$ cat config.mk
export PLATFORM = sky130hd
export DESIGN_NAME = pmu_misc_io_control_regs
export DESIGN_NICKNAME = d
export VERILOG_FILES = /design/src/pmu_misc_pkg.sv /design/src/tone_gen.sv /design/src/masked_latch.sv /design/src/pmu_misc_io_control_regs.sv
export VERILOG_INCLUDE_DIRS = /design/src /design/src/src
export SDC_FILE = /design/constraint.sdc
export NUM_CORES = 1
export LEC_CHECK = 0
export BUFFER_PORTS_ARGS = -buffer_cell sky130_fd_sc_hd__buf_4
export CORE_MARGIN = 4
export CORE_UTILIZATION = 55
export CTS_CLUSTER_DIAMETER = 150
export DETAILED_ROUTE_END_ITERATION = 12
export GPL_TIMING_DRIVEN = 0
export PLACE_DENSITY_LB_ADDON = 0.2
export RECOVER_POWER = 50
export SETUP_SLACK_MARGIN = 0.1
export SLEW_MARGIN = 20
export SYNTH_ARGS = -nofsm -noshare
export SYNTH_HDL_FRONTEND = slang
export SYNTH_SLANG_ARGS = --single-unit
export TNS_END_PERCENT = 1
$ cat constraint.sdc
create_clock -name CLK -period 4.72 [get_ports CLK]
set_input_delay 0.944 -clock CLK [delete_from_list [all_inputs] [get_ports CLK]]
set_output_delay 0.944 -clock CLK [all_outputs]
set_load 0.05 [all_outputs]
$ cat src/pmu_misc_regs.svh
// Purpose: register indices, reset values and field positions of the power-management misc bank
// Assumes: indices are printed offsets; byte address is four times the index
// Notes: included by its bare name
`ifndef PMU_MISC_REGS_SVH
`define PMU_MISC_REGS_SVH
`define IDX_BEEPER 8'h51
`define IDX_SCRATCH_LO 8'h52
`define IDX_SCRATCH_HI 8'h53
`define IDX_LATCH_LO 8'h54
`define IDX_LATCH_HI 8'h55
`define IDX_PIN_DATA 8'h56
`define IDX_CTRL_SIX 8'h57
`define IDX_IRQ_STATUS 8'h60
`define IDX_IRQ_MASK 8'h61
`define RST_BYTE 8'h00
`define RST_LATCH_LO 4'h0
`define RST_LATCH_HI 4'hf
`define RST_IRQ 3'h0
`define BEEP_NOP 2'h0
`define BEEP_1K 2'h1
`define BEEP_OFF 2'h2
`define BEEP_2K 2'h3
`define CTRL_REFRESH 7
`define CTRL_INTGRP 6
`define CTRL_FDD_EXCL 5
`define CTRL_HDD_EXCL 4
`define IRQ_POWER_EVENT 0
`define IRQ_DISK 1
`define IRQ_PIN_CHANGE 2
`define CLK_HZ 50000000
`define TONE_1K_HZ 1000
`define TONE_2K_HZ 2000
`define HALF_1K ((`CLK_HZ / `TONE_1K_HZ) / 2)
`define HALF_2K ((`CLK_HZ / `TONE_2K_HZ) / 2)
`define RESP_OKAY 2'h0
`define RESP_SLVERR 2'h2
`endif

$ cat src/pmu_misc_pkg.sv
// Purpose: types shared by the power-management misc bank
// Assumes: nothing beyond the header
// Notes: structs group the pin drive pair and the activity triple
package pmu_misc_pkg;
  typedef enum logic [1:0] {BEEP_IDLE_T = 2'b00, BEEP_LOW_T = 2'b01, BEEP_HIGH_T = 2'b10} tone_t;
  typedef struct packed {
    logic [3:0] o;
    logic [3:0] oe;
  } pin_drive_t;
  typedef struct packed {
    logic floppy;
    logic hard;
    logic intgrp;
  } activity_t;
endpackage

$ cat src/tone_gen.sv
// Purpose: square-wave beeper tone from a divided one-cycle enable
// Assumes: single 50 MHz clock
// Notes: counter restarts whenever the tone changes
`timescale 1ns/100ps
`include "pmu_misc_regs.svh"
module tone_gen #(
  parameter int HALF_LOW = `HALF_1K,
  parameter int HALF_HIGH = `HALF_2K
) (
  input wire logic clk,
  input wire logic rst_n,
  input wire pmu_misc_pkg::tone_t tone,
  output logic beep
);
  import pmu_misc_pkg::*;
  logic [15:0] cnt_reg, cnt_next;
  logic beep_reg, beep_next;
  tone_t tone_reg;
  logic [15:0] half;
  logic tick;

  always_comb
  begin
    half = (tone == BEEP_HIGH_T) ? 16'(HALF_HIGH - 1) : 16'(HALF_LOW - 1);
    tick = (cnt_reg == half);
    cnt_next = (tick || tone != tone_reg) ? 16'h0000 : cnt_reg + 16'h0001;
    if (tone == BEEP_IDLE_T)
      beep_next = 1'b0;
    else if (tick)
      beep_next = ~beep_reg;
    else
      beep_next = beep_reg;
  end

  always_ff @(posedge clk)
  begin
    if (!rst_n)
    begin
      cnt_reg <= 16'h0000;
      beep_reg <= 1'b0;
      tone_reg <= BEEP_IDLE_T;
    end
    else
    begin
      cnt_reg <= cnt_next;
      beep_reg <= beep_next;
      tone_reg <= tone;
    end
  end
  assign beep = beep_reg;
endmodule

$ cat src/masked_latch.sv
// Purpose: four output lines written through a per-line write-enable mask
// Assumes: mask and data arrive in one write
// Notes: reset level is a parameter so both latch banks share this module, each with its own level
`timescale 1ns/100ps
module masked_latch #(
  parameter logic [3:0] RESET_VAL = 4'h0
) (
  input wire logic clk,
  input wire logic rst_n,
  input wire logic wr,
  input wire logic [7:0] wdata,
  output logic [3:0] lines
);
  logic [3:0] lines_reg, lines_next;

  always_comb
  begin
    lines_next = lines_reg;
    if (wr)
      lines_next = (wdata[7:4] & wdata[3:0]) | (~wdata[7:4] & lines_reg);
  end

  always_ff @(posedge clk)
  begin
    if (!rst_n)
      lines_reg <= RESET_VAL;
    else
      lines_reg <= lines_next;
  end
  assign lines = lines_reg;
endmodule

$ cat src/pmu_misc_io_control_regs.sv
// Purpose: power-management misc register bank behind an AXI4-Lite slave
// Assumes: inputs synchronous to CLK; byte address = index * 4
// Notes: interrupt status bits clear on read; set wins over clear
//
// Implementation choice: the AXI4-Lite register port.
`timescale 1ns/100ps
`include "pmu_misc_regs.svh"
////////////////////////////////////////////////////////////////////////////////
// What this block does
// - beeper code 01 gives 1 kHz, 11 gives 2 kHz, 10 off, 00 unchanged
// - upper nibble of low latch register enables update of each low line
// - latch lower nibble is data: 0 drives low, 1 high; low lines reset low
// - high latch register works alike; its lines reset high
// - pin register reads pin levels; writes reach a pin only when output
// - control six low bits set pin direction: 0 input, 1 output
// - control six bit 7 enables refresh; resets to 0
// - control six bit 6 lets interrupt group activity raise power event six
// - control six bit 5 set excludes floppy accesses from disk activity
// - control six bit 4 set excludes hard-disk accesses from disk activity
module pmu_misc_io_control_regs (
  input wire logic CLK,
  input wire logic RST_N,
  input wire logic [11:0] S_AXI_AWADDR,
  input wire logic S_AXI_AWVALID,
  output logic S_AXI_AWREADY,
  input wire logic [31:0] S_AXI_WDATA,
  input wire logic [3:0] S_AXI_WSTRB,
  input wire logic S_AXI_WVALID,
  output logic S_AXI_WREADY,
  output logic [1:0] S_AXI_BRESP,
  output logic S_AXI_BVALID,
  input wire logic S_AXI_BREADY,
  input wire logic [11:0] S_AXI_ARADDR,
  input wire logic S_AXI_ARVALID,
  output logic S_AXI_ARREADY,
  output logic [31:0] S_AXI_RDATA,
  output logic [1:0] S_AXI_RRESP,
  output logic S_AXI_RVALID,
  input wire logic S_AXI_RREADY,
  input wire logic [3:0] PROGRAMMABLE_PIN_IN,
  output pmu_misc_pkg::pin_drive_t PROGRAMMABLE_PIN_DRIVE,
  input wire pmu_misc_pkg::activity_t ACTIVITY_IN,
  output logic [3:0] POWER_LATCH_LOW_OUTPUTS,
  output logic [3:0] POWER_LATCH_HIGH_OUTPUTS,
  output logic BEEPER_OUT,
  output logic REFRESH_ENABLE,
  output logic POWER_EVENT_SIX,
  output logic DISK_ACTIVITY_EVENT,
  output logic IRQ
);
  import pmu_misc_pkg::*;

  function automatic logic [7:0] index_of(input logic [11:0] addr);
    index_of = addr[9:2];
  endfunction

  function automatic logic mapped(input logic [11:0] addr);
    logic [7:0] i;
    i = addr[9:2];
    mapped = (addr[11:10] == 2'h0) && ((i >= `IDX_BEEPER && i <= `IDX_CTRL_SIX) ||
      i == `IDX_IRQ_STATUS || i == `IDX_IRQ_MASK);
  endfunction

  ////////////////////////////////////////////////////////////////////////////////
  // write channel: address and data latched in either order
  logic [11:0] awaddr_reg, awaddr_next;
  logic aw_held_reg, aw_held_next;
  logic [7:0] wbyte_reg, wbyte_next;
  logic wstrb0_reg, wstrb0_next;
  logic w_held_reg, w_held_next;
  logic bvalid_reg, bvalid_next;
  logic [1:0] bresp_reg, bresp_next;
  logic do_write;
  logic [7:0] widx;

  assign S_AXI_AWREADY = !aw_held_reg && !bvalid_reg;
  assign S_AXI_WREADY = !w_held_reg && !bvalid_reg;
  assign do_write = aw_held_reg && w_held_reg && !bvalid_reg;
  assign widx = index_of(awaddr_reg);

  always_comb
  begin
    awaddr_next = awaddr_reg;
    aw_held_next = aw_held_reg;
    wbyte_next = wbyte_reg;
    wstrb0_next = wstrb0_reg;
    w_held_next = w_held_reg;
    bvalid_next = bvalid_reg;
    bresp_next = bresp_reg;
    if (S_AXI_AWVALID && S_AXI_AWREADY)
    begin
      awaddr_next = S_AXI_AWADDR;
      aw_held_next = 1'b1;
    end
    if (S_AXI_WVALID && S_AXI_WREADY)
    begin
      wbyte_next = S_AXI_WDATA[7:0];
      wstrb0_next = S_AXI_WSTRB[0];
      w_held_next = 1'b1;
    end
    if (do_write)
    begin
      aw_held_next = 1'b0;
      w_held_next = 1'b0;
      bvalid_next = 1'b1;
      bresp_next = mapped(awaddr_reg) ? `RESP_OKAY : `RESP_SLVERR;
    end
    if (bvalid_reg && S_AXI_BREADY)
      bvalid_next = 1'b0;
  end

  ////////////////////////////////////////////////////////////////////////////////
  // register contents
  logic wr_en;
  logic [7:0] beeper_reg, beeper_next;
  logic [7:0] scratch_lo_reg, scratch_lo_next;
  logic [7:0] scratch_hi_reg, scratch_hi_next;
  logic [3:0] pin_out_reg, pin_out_next;
  logic [7:0] ctrl_six_reg, ctrl_six_next;
  logic [2:0] irq_mask_reg, irq_mask_next;
  tone_t tone_reg, tone_next;

  // byte lane 0 carries every register; other lanes are ignored
  assign wr_en = do_write && wstrb0_reg;

  always_comb
  begin
    beeper_next = beeper_reg;
    scratch_lo_next = scratch_lo_reg;
    scratch_hi_next = scratch_hi_reg;
    pin_out_next = pin_out_reg;
    ctrl_six_next = ctrl_six_reg;
    irq_mask_next = irq_mask_reg;
    tone_next = tone_reg;
    if (wr_en)
    begin
      case (widx)
        `IDX_BEEPER:
        begin
          beeper_next = wbyte_reg;
          case (wbyte_reg[1:0])
            `BEEP_1K: tone_next = BEEP_LOW_T;
            `BEEP_2K: tone_next = BEEP_HIGH_T;
            `BEEP_OFF: tone_next = BEEP_IDLE_T;
            default: tone_next = tone_reg;
          endcase
        end
        `IDX_SCRATCH_LO: scratch_lo_next = wbyte_reg;
        `IDX_SCRATCH_HI: scratch_hi_next = wbyte_reg;
        `IDX_PIN_DATA: pin_out_next = wbyte_reg[3:0];
        `IDX_CTRL_SIX: ctrl_six_next = wbyte_reg;
        `IDX_IRQ_MASK: irq_mask_next = wbyte_reg[2:0];
        default: ;
      endcase
    end
  end

  always_ff @(posedge CLK)
  begin
    if (!RST_N)
    begin
      awaddr_reg <= 12'h000;
      aw_held_reg <= 1'b0;
      wbyte_reg <= `RST_BYTE;
      wstrb0_reg <= 1'b0;
      w_held_reg <= 1'b0;
      bvalid_reg <= 1'b0;
      bresp_reg <= `RESP_OKAY;
      beeper_reg <= `RST_BYTE;
      scratch_lo_reg <= `RST_BYTE;
      scratch_hi_reg <= `RST_BYTE;
      pin_out_reg <= 4'h0;
      ctrl_six_reg <= `RST_BYTE;
      irq_mask_reg <= `RST_IRQ;
      tone_reg <= BEEP_IDLE_T;
    end
    else
    begin
      awaddr_reg <= awaddr_next;
      aw_held_reg <= aw_held_next;
      wbyte_reg <= wbyte_next;
      wstrb0_reg <= wstrb0_next;
      w_held_reg <= w_held_next;
      bvalid_reg <= bvalid_next;
      bresp_reg <= bresp_next;
      beeper_reg <= beeper_next;
      scratch_lo_reg <= scratch_lo_next;
      scratch_hi_reg <= scratch_hi_next;
      pin_out_reg <= pin_out_next;
      ctrl_six_reg <= ctrl_six_next;
      irq_mask_reg <= irq_mask_next;
      tone_reg <= tone_next;
    end
  end

  ////////////////////////////////////////////////////////////////////////////////
  // power latches: mask in the upper nibble, data in the lower
  logic [3:0] latch_lo, latch_hi;

  masked_latch #(.RESET_VAL(`RST_LATCH_LO)) u_latch_lo (
    .clk(CLK),
    .rst_n(RST_N),
    .wr(wr_en && widx == `IDX_LATCH_LO),
    .wdata(wbyte_reg),
    .lines(latch_lo)
  );

  masked_latch #(.RESET_VAL(`RST_LATCH_HI)) u_latch_hi (
    .clk(CLK),
    .rst_n(RST_N),
    .wr(wr_en && widx == `IDX_LATCH_HI),
    .wdata(wbyte_reg),
    .lines(latch_hi)
  );

  tone_gen u_tone (
    .clk(CLK),
    .rst_n(RST_N),
    .tone(tone_reg),
    .beep(BEEPER_OUT)
  );

  ////////////////////////////////////////////////////////////////////////////////
  // derived outputs, registered
  logic refresh_reg, event_six_reg, disk_reg;
  logic refresh_next, event_six_next, disk_next;
  logic [3:0] pins_prev_reg;

  always_comb
  begin
    refresh_next = ctrl_six_reg[`CTRL_REFRESH];
    event_six_next = ctrl_six_reg[`CTRL_INTGRP] && ACTIVITY_IN.intgrp;
    disk_next = (ACTIVITY_IN.floppy && !ctrl_six_reg[`CTRL_FDD_EXCL]) ||
      (ACTIVITY_IN.hard && !ctrl_six_reg[`CTRL_HDD_EXCL]);
  end

  ////////////////////////////////////////////////////////////////////////////////
  // interrupt status: sticky, cleared by reading it
  logic [2:0] irq_stat_reg, irq_stat_next;
  logic [2:0] irq_events;
  logic rd_status;

  always_comb
  begin
    irq_events = 3'h0;
    irq_events[`IRQ_POWER_EVENT] = event_six_next && !event_six_reg;
    irq_events[`IRQ_DISK] = disk_next && !disk_reg;
    irq_events[`IRQ_PIN_CHANGE] = |((PROGRAMMABLE_PIN_IN ^ pins_prev_reg) & ~ctrl_six_reg[3:0]);
    irq_stat_next = (rd_status ? 3'h0 : irq_stat_reg) | irq_events;
  end

  ////////////////////////////////////////////////////////////////////////////////
  // read channel: one cycle to data
  logic rvalid_reg, rvalid_next;
  logic [31:0] rdata_reg, rdata_next;
  logic [1:0] rresp_reg, rresp_next;
  logic [7:0] rbyte;
  logic [7:0] ridx;

  assign S_AXI_ARREADY = !rvalid_reg;
  assign ridx = index_of(S_AXI_ARADDR);
  assign rd_status = S_AXI_ARVALID && S_AXI_ARREADY && mapped(S_AXI_ARADDR) &&
    ridx == `IDX_IRQ_STATUS;

  always_comb
  begin
    case (ridx)
      `IDX_BEEPER: rbyte = beeper_reg;
      `IDX_SCRATCH_LO: rbyte = scratch_lo_reg;
      `IDX_SCRATCH_HI: rbyte = scratch_hi_reg;
      `IDX_LATCH_LO: rbyte = {4'h0, latch_lo};
      `IDX_LATCH_HI: rbyte = {4'h0, latch_hi};
      `IDX_PIN_DATA: rbyte = {4'h0, PROGRAMMABLE_PIN_IN};
      `IDX_CTRL_SIX: rbyte = ctrl_six_reg;
      `IDX_IRQ_STATUS: rbyte = {5'h00, irq_stat_reg};
      `IDX_IRQ_MASK: rbyte = {5'h00, irq_mask_reg};
      default: rbyte = 8'h00;
    endcase
    rvalid_next = rvalid_reg;
    rdata_next = rdata_reg;
    rresp_next = rresp_reg;
    if (S_AXI_ARVALID && S_AXI_ARREADY)
    begin
      rvalid_next = 1'b1;
      rdata_next = mapped(S_AXI_ARADDR) ? {24'h000000, rbyte} : 32'h00000000;
      rresp_next = mapped(S_AXI_ARADDR) ? `RESP_OKAY : `RESP_SLVERR;
    end
    else if (rvalid_reg && S_AXI_RREADY)
      rvalid_next = 1'b0;
  end

  always_ff @(posedge CLK)
  begin
    if (!RST_N)
    begin
      refresh_reg <= 1'b0;
      event_six_reg <= 1'b0;
      disk_reg <= 1'b0;
      pins_prev_reg <= 4'h0;
      irq_stat_reg <= `RST_IRQ;
      rvalid_reg <= 1'b0;
      rdata_reg <= 32'h00000000;
      rresp_reg <= `RESP_OKAY;
    end
    else
    begin
      refresh_reg <= refresh_next;
      event_six_reg <= event_six_next;
      disk_reg <= disk_next;
      pins_prev_reg <= PROGRAMMABLE_PIN_IN;
      irq_stat_reg <= irq_stat_next;
      rvalid_reg <= rvalid_next;
      rdata_reg <= rdata_next;
      rresp_reg <= rresp_next;
    end
  end

  ////////////////////////////////////////////////////////////////////////////////
  // outputs
  assign S_AXI_BVALID = bvalid_reg;
  assign S_AXI_BRESP = bresp_reg;
  assign S_AXI_RVALID = rvalid_reg;
  assign S_AXI_RDATA = rdata_reg;
  assign S_AXI_RRESP = rresp_reg;
  // pins drive only when their direction bit says output
  assign PROGRAMMABLE_PIN_DRIVE = '{o: pin_out_reg, oe: ctrl_six_reg[3:0]};
  assign POWER_LATCH_LOW_OUTPUTS = latch_lo;
  assign POWER_LATCH_HIGH_OUTPUTS = latch_hi;
  assign REFRESH_ENABLE = refresh_reg;
  assign POWER_EVENT_SIX = event_six_reg;
  assign DISK_ACTIVITY_EVENT = disk_reg;
  assign IRQ = |(irq_stat_reg & irq_mask_reg);
endmodule

==> metrics.csv <==
stage;metric;value;unit
place;finalWeightedCongestion;0.9071;
layout;n_antenna_cell;0;
logic_synthesis;async_reset_ff_share;0;%
place;hpwlAfterDp;10360;µm
drt;detailed_routing_iterations_pass_1;5;
clocking;clk_path_buf_depth;2;
logic_synthesis;synth.top_cells.by_count;dfxtp_1 (111), nand2_1 (86), a21boi_0 (38);
clocking;cts.reportedPaths.clkPinSlew;0.11;ns
status;violations;max-capacitance violations, max-slew violations;
pwr;static-leakage-power;2.372;nW
logic_synthesis;synth.yosys.warnings;0;
status;outcome;finished, violations left;
logic_synthesis;synth_area_leaders;dfxtp_1 (43%), nand2_1 (6.2%), a21boi_0 (5.5%), mux2i_1 (4.4%), buf_4 (4.3%);
place;numPortBuffers;77;
drt;met2RoutedLength;6580;µm
pwr;share_comb_of_total_power;13.3;%
critical_path;timing.critical_path.to_type;flop;
pwr;pwr-share-seq;53.3;%
sta;layout_min_cycle_time;3.090;ns
floorplan;die_width;105.3;µm
clocking;clock_insertion_delay_worst_skew;0.38;ns
drt;drc;0;
floorplan;std_cell_rows;35;
global_route;antenna_violations_before_repair;0;
critical_path;worstPathArrival;3.36;ns
clocking;ctsHoldBuffers;0;
layout;largest_register_ffs;16;
drt;wl_per_cell;16.45;µm
clocking;tritoncts;done;
pwr;worst_supply_voltage_drop_on_vdd;0.2360;mV
sta;timing.slew.headroom;-15.18;%
logic_synthesis;post-synth-top-area-cell;dfxtp_1;
critical_path;setup.worst_path.start_class;flop;
drt;highest-signal-layer;met4;
logic_synthesis;ys.flop_type;dfxtp_1;
layout;area.growth.synth_to_final;17.85;%
logic_synthesis;yosysMostFrequentCell;dfxtp_1;
floorplan;floorplan.io_pins;136;
layout;finish.utilization;66.42;%
drt;post_drt_via_cell_ratio;5.523;
drt;routedLengthMet1;5927;µm
global_route;vias_in_the_first_global_route;4499;
sta;grt_setup_unrepaired;no;
logic_synthesis;post_synth_num_cell_types;53;
sta;fmaxAchievable;323.6;MHz
clocking;numCtsBuffers;9;
critical_path;crit_type;flop to flop;
critical_path;critical_path_peak_fanout;10;
logic_synthesis;postSynthRegisterBits;111;
clocking;tritoncts_num_sinks;111;
drt;final_antenna_net_count;0;
clocking;htree_levels;3;
logic_synthesis;syn_area;0.005207;mm²
sta;post-route-period-util;65.47;%
sta;timing.clock.skew;0.01358;ns
global_route;grt_pass1_wl;22280;µm
sta;worst_hold_slack;0.4710;ns
pwr;power.share.switching;29.08;%
layout;final_net_count;783;
global_route;grt_overflow;0;
drt;met3_length;1058;µm
sta;drv_slew;11;
pwr;power.density_cell_area;299.0;mW/mm²
clocking;cts-root-buf;clkbuf_8;
pwr;power_frac_clock;33.4;%
global_route;grt_start_max_net_pins;21;
sta;final_hold_violating_endpoints;0;
layout;fillCellCount;820;
floorplan;initial_utilization;56.36;%
logic_synthesis;synth_edf_count;0;
floorplan;coreArea;0.009240;mm²
logic_synthesis;synth.avg_cell_area;8.752;µm²
clocking;post-cts-setup-buffers;0;
floorplan;dieHeight;105.3;µm
logic_synthesis;cells_after_synth;595;
layout;post_route_cells_drive_above_1_share;15.29;%
clocking;cts-resized-gates;0;
worst_hold_path;worst_hold_path_type;flop to flop;
sta;final_tns_setup;0;ns
global_route;groute.usage.overall;24.86;%
logic_synthesis;seq_area_frac_synth;42.67;%
sta;tightestPinTransition;1.712;ns
drt;dr_total_vias;4650;
critical_path;critPathRequiredTime;4.99;ns
sta;setup_viol;0;
drt;drt_wl_total;13850;µm
pwr;power.internal;0.001301;W
pwr;power.net_switching;0.0005336;W
drt;drt-initial-drc-count;252;
job;maxCapViolations;1;
floorplan;fp.dieArea;0.01109;mm²
logic_synthesis;synth_top_area_share;42.67;%
## routing by layer
metal	track usage (%)	vias to the layer above
met5	0	-
met4	9.560	0
met3	4.470	27
met2	41.62	203
met1	31.85	2182
li1	-	2238
## stage by stage
step                      std cells  cell area, µm²  total power, W  setup WS, ns
after detailed placement        826            6041        0.001244         1.938
final                           842            6137        0.001835         1.630
after floorplan                 620            5301        0.001168         2.489
after global placement          826            6041        0.001238         1.951
after global routing            842            6137        0.001903         1.412
after CTS                       842            6254        0.001843         2.336
## cell families (layout without fill, tap and decap cells)
group	after synthesis	after routing	synth area share (%)
AND/OR/NAND/NOR	240	240	24.44
other	1	26	0.07201
XOR/XNOR	21	21	3.532
multiplexers	28	28	5.718
buffers and inverters	74	167	7.569
AO/OA/AOI/OAI	119	119	15.76
adder cells (fa/ha/maj)	1	1	0.2402
flip-flops	111	111	42.67
## cell usage in the layout, fill, tap and decap left out, types with 7 or more instances in the layout
| cell type | count |
|---|---|
| a21boi_0 | 38 |
| a21oi_1 | 12 |
| a22oi_1 | 12 |
| and2_0 | 7 |
| and2_1 | 7 |
| buf_4 | 80 |
| clkbuf_1 | 57 |
| clkbuf_8 | 9 |
| conb_1 | 26 |
| dfxtp_1 | 111 |
| inv_1 | 11 |
| mux2i_1 | 23 |
| nand2_1 | 86 |
| nand3_1 | 24 |
| nor2_1 | 37 |
| nor2b_1 | 27 |
| nor3_1 | 8 |
| o21ai_0 | 24 |
| o22ai_1 | 7 |
| xnor2_1 | 14 |
| xor2_1 | 7 |
## worst max-delay path, stage by stage (launching register included)
cell and delay, ns:
dfxtp_1 0.54, nand2b_1 0.19, nor4_1 1.32, nand2_1 0.58, o21ai_0 0.28, o21ai_1 0.09
## path summary, 6_finish.rpt
path	start	end	slack, ns	cells after the start
setup / recovery	awaddr_reg[2]$_SDFFE_PN0P_	tone_reg[1]$_SDFFE_PN0P_	1.63	5
hold / removal	u_tone.cnt_reg[0]$_SDFF_PP0_	u_tone.cnt_reg[0]$_SDFF_PP0_	0.47	1
setup reg to reg	awaddr_reg[2]$_SDFFE_PN0P_	tone_reg[1]$_SDFFE_PN0P_	1.63	5
hold reg to reg	u_tone.cnt_reg[0]$_SDFF_PP0_	u_tone.cnt_reg[0]$_SDFF_PP0_	0.47	1
## area by class of cell
type                    instances  area [µm²]  share of cell area [%]
repair buffers                 77       476.7                   7.768
clock buffers                   9       123.9                   2.018
clock inverters                 7       88.84                   1.448
flip-flops and latches        111        2222                   36.21
well taps                     129       161.4                   2.630
inverters                      11       41.29                  0.6728
plain buffers                  63       352.8                   5.749
multi-input cells             435        2670                   43.51
## power by group through the flow
stage | Sequential, W | Combinational, W | Clock (W)
finish | 0.000977 | 0.000244 | 0.000613
global placement | 0.000997 | 0.000241 | 0
CTS | 0.000978 | 0.000245 | 0.000620
floorplan | 0.00100 | 0.000163 | 0
global route | 0.000981 | 0.000263 | 0.000660
detailed placement | 0.000999 | 0.000245 | 0
No activity file was read; power rests on OpenSTA's default activity.
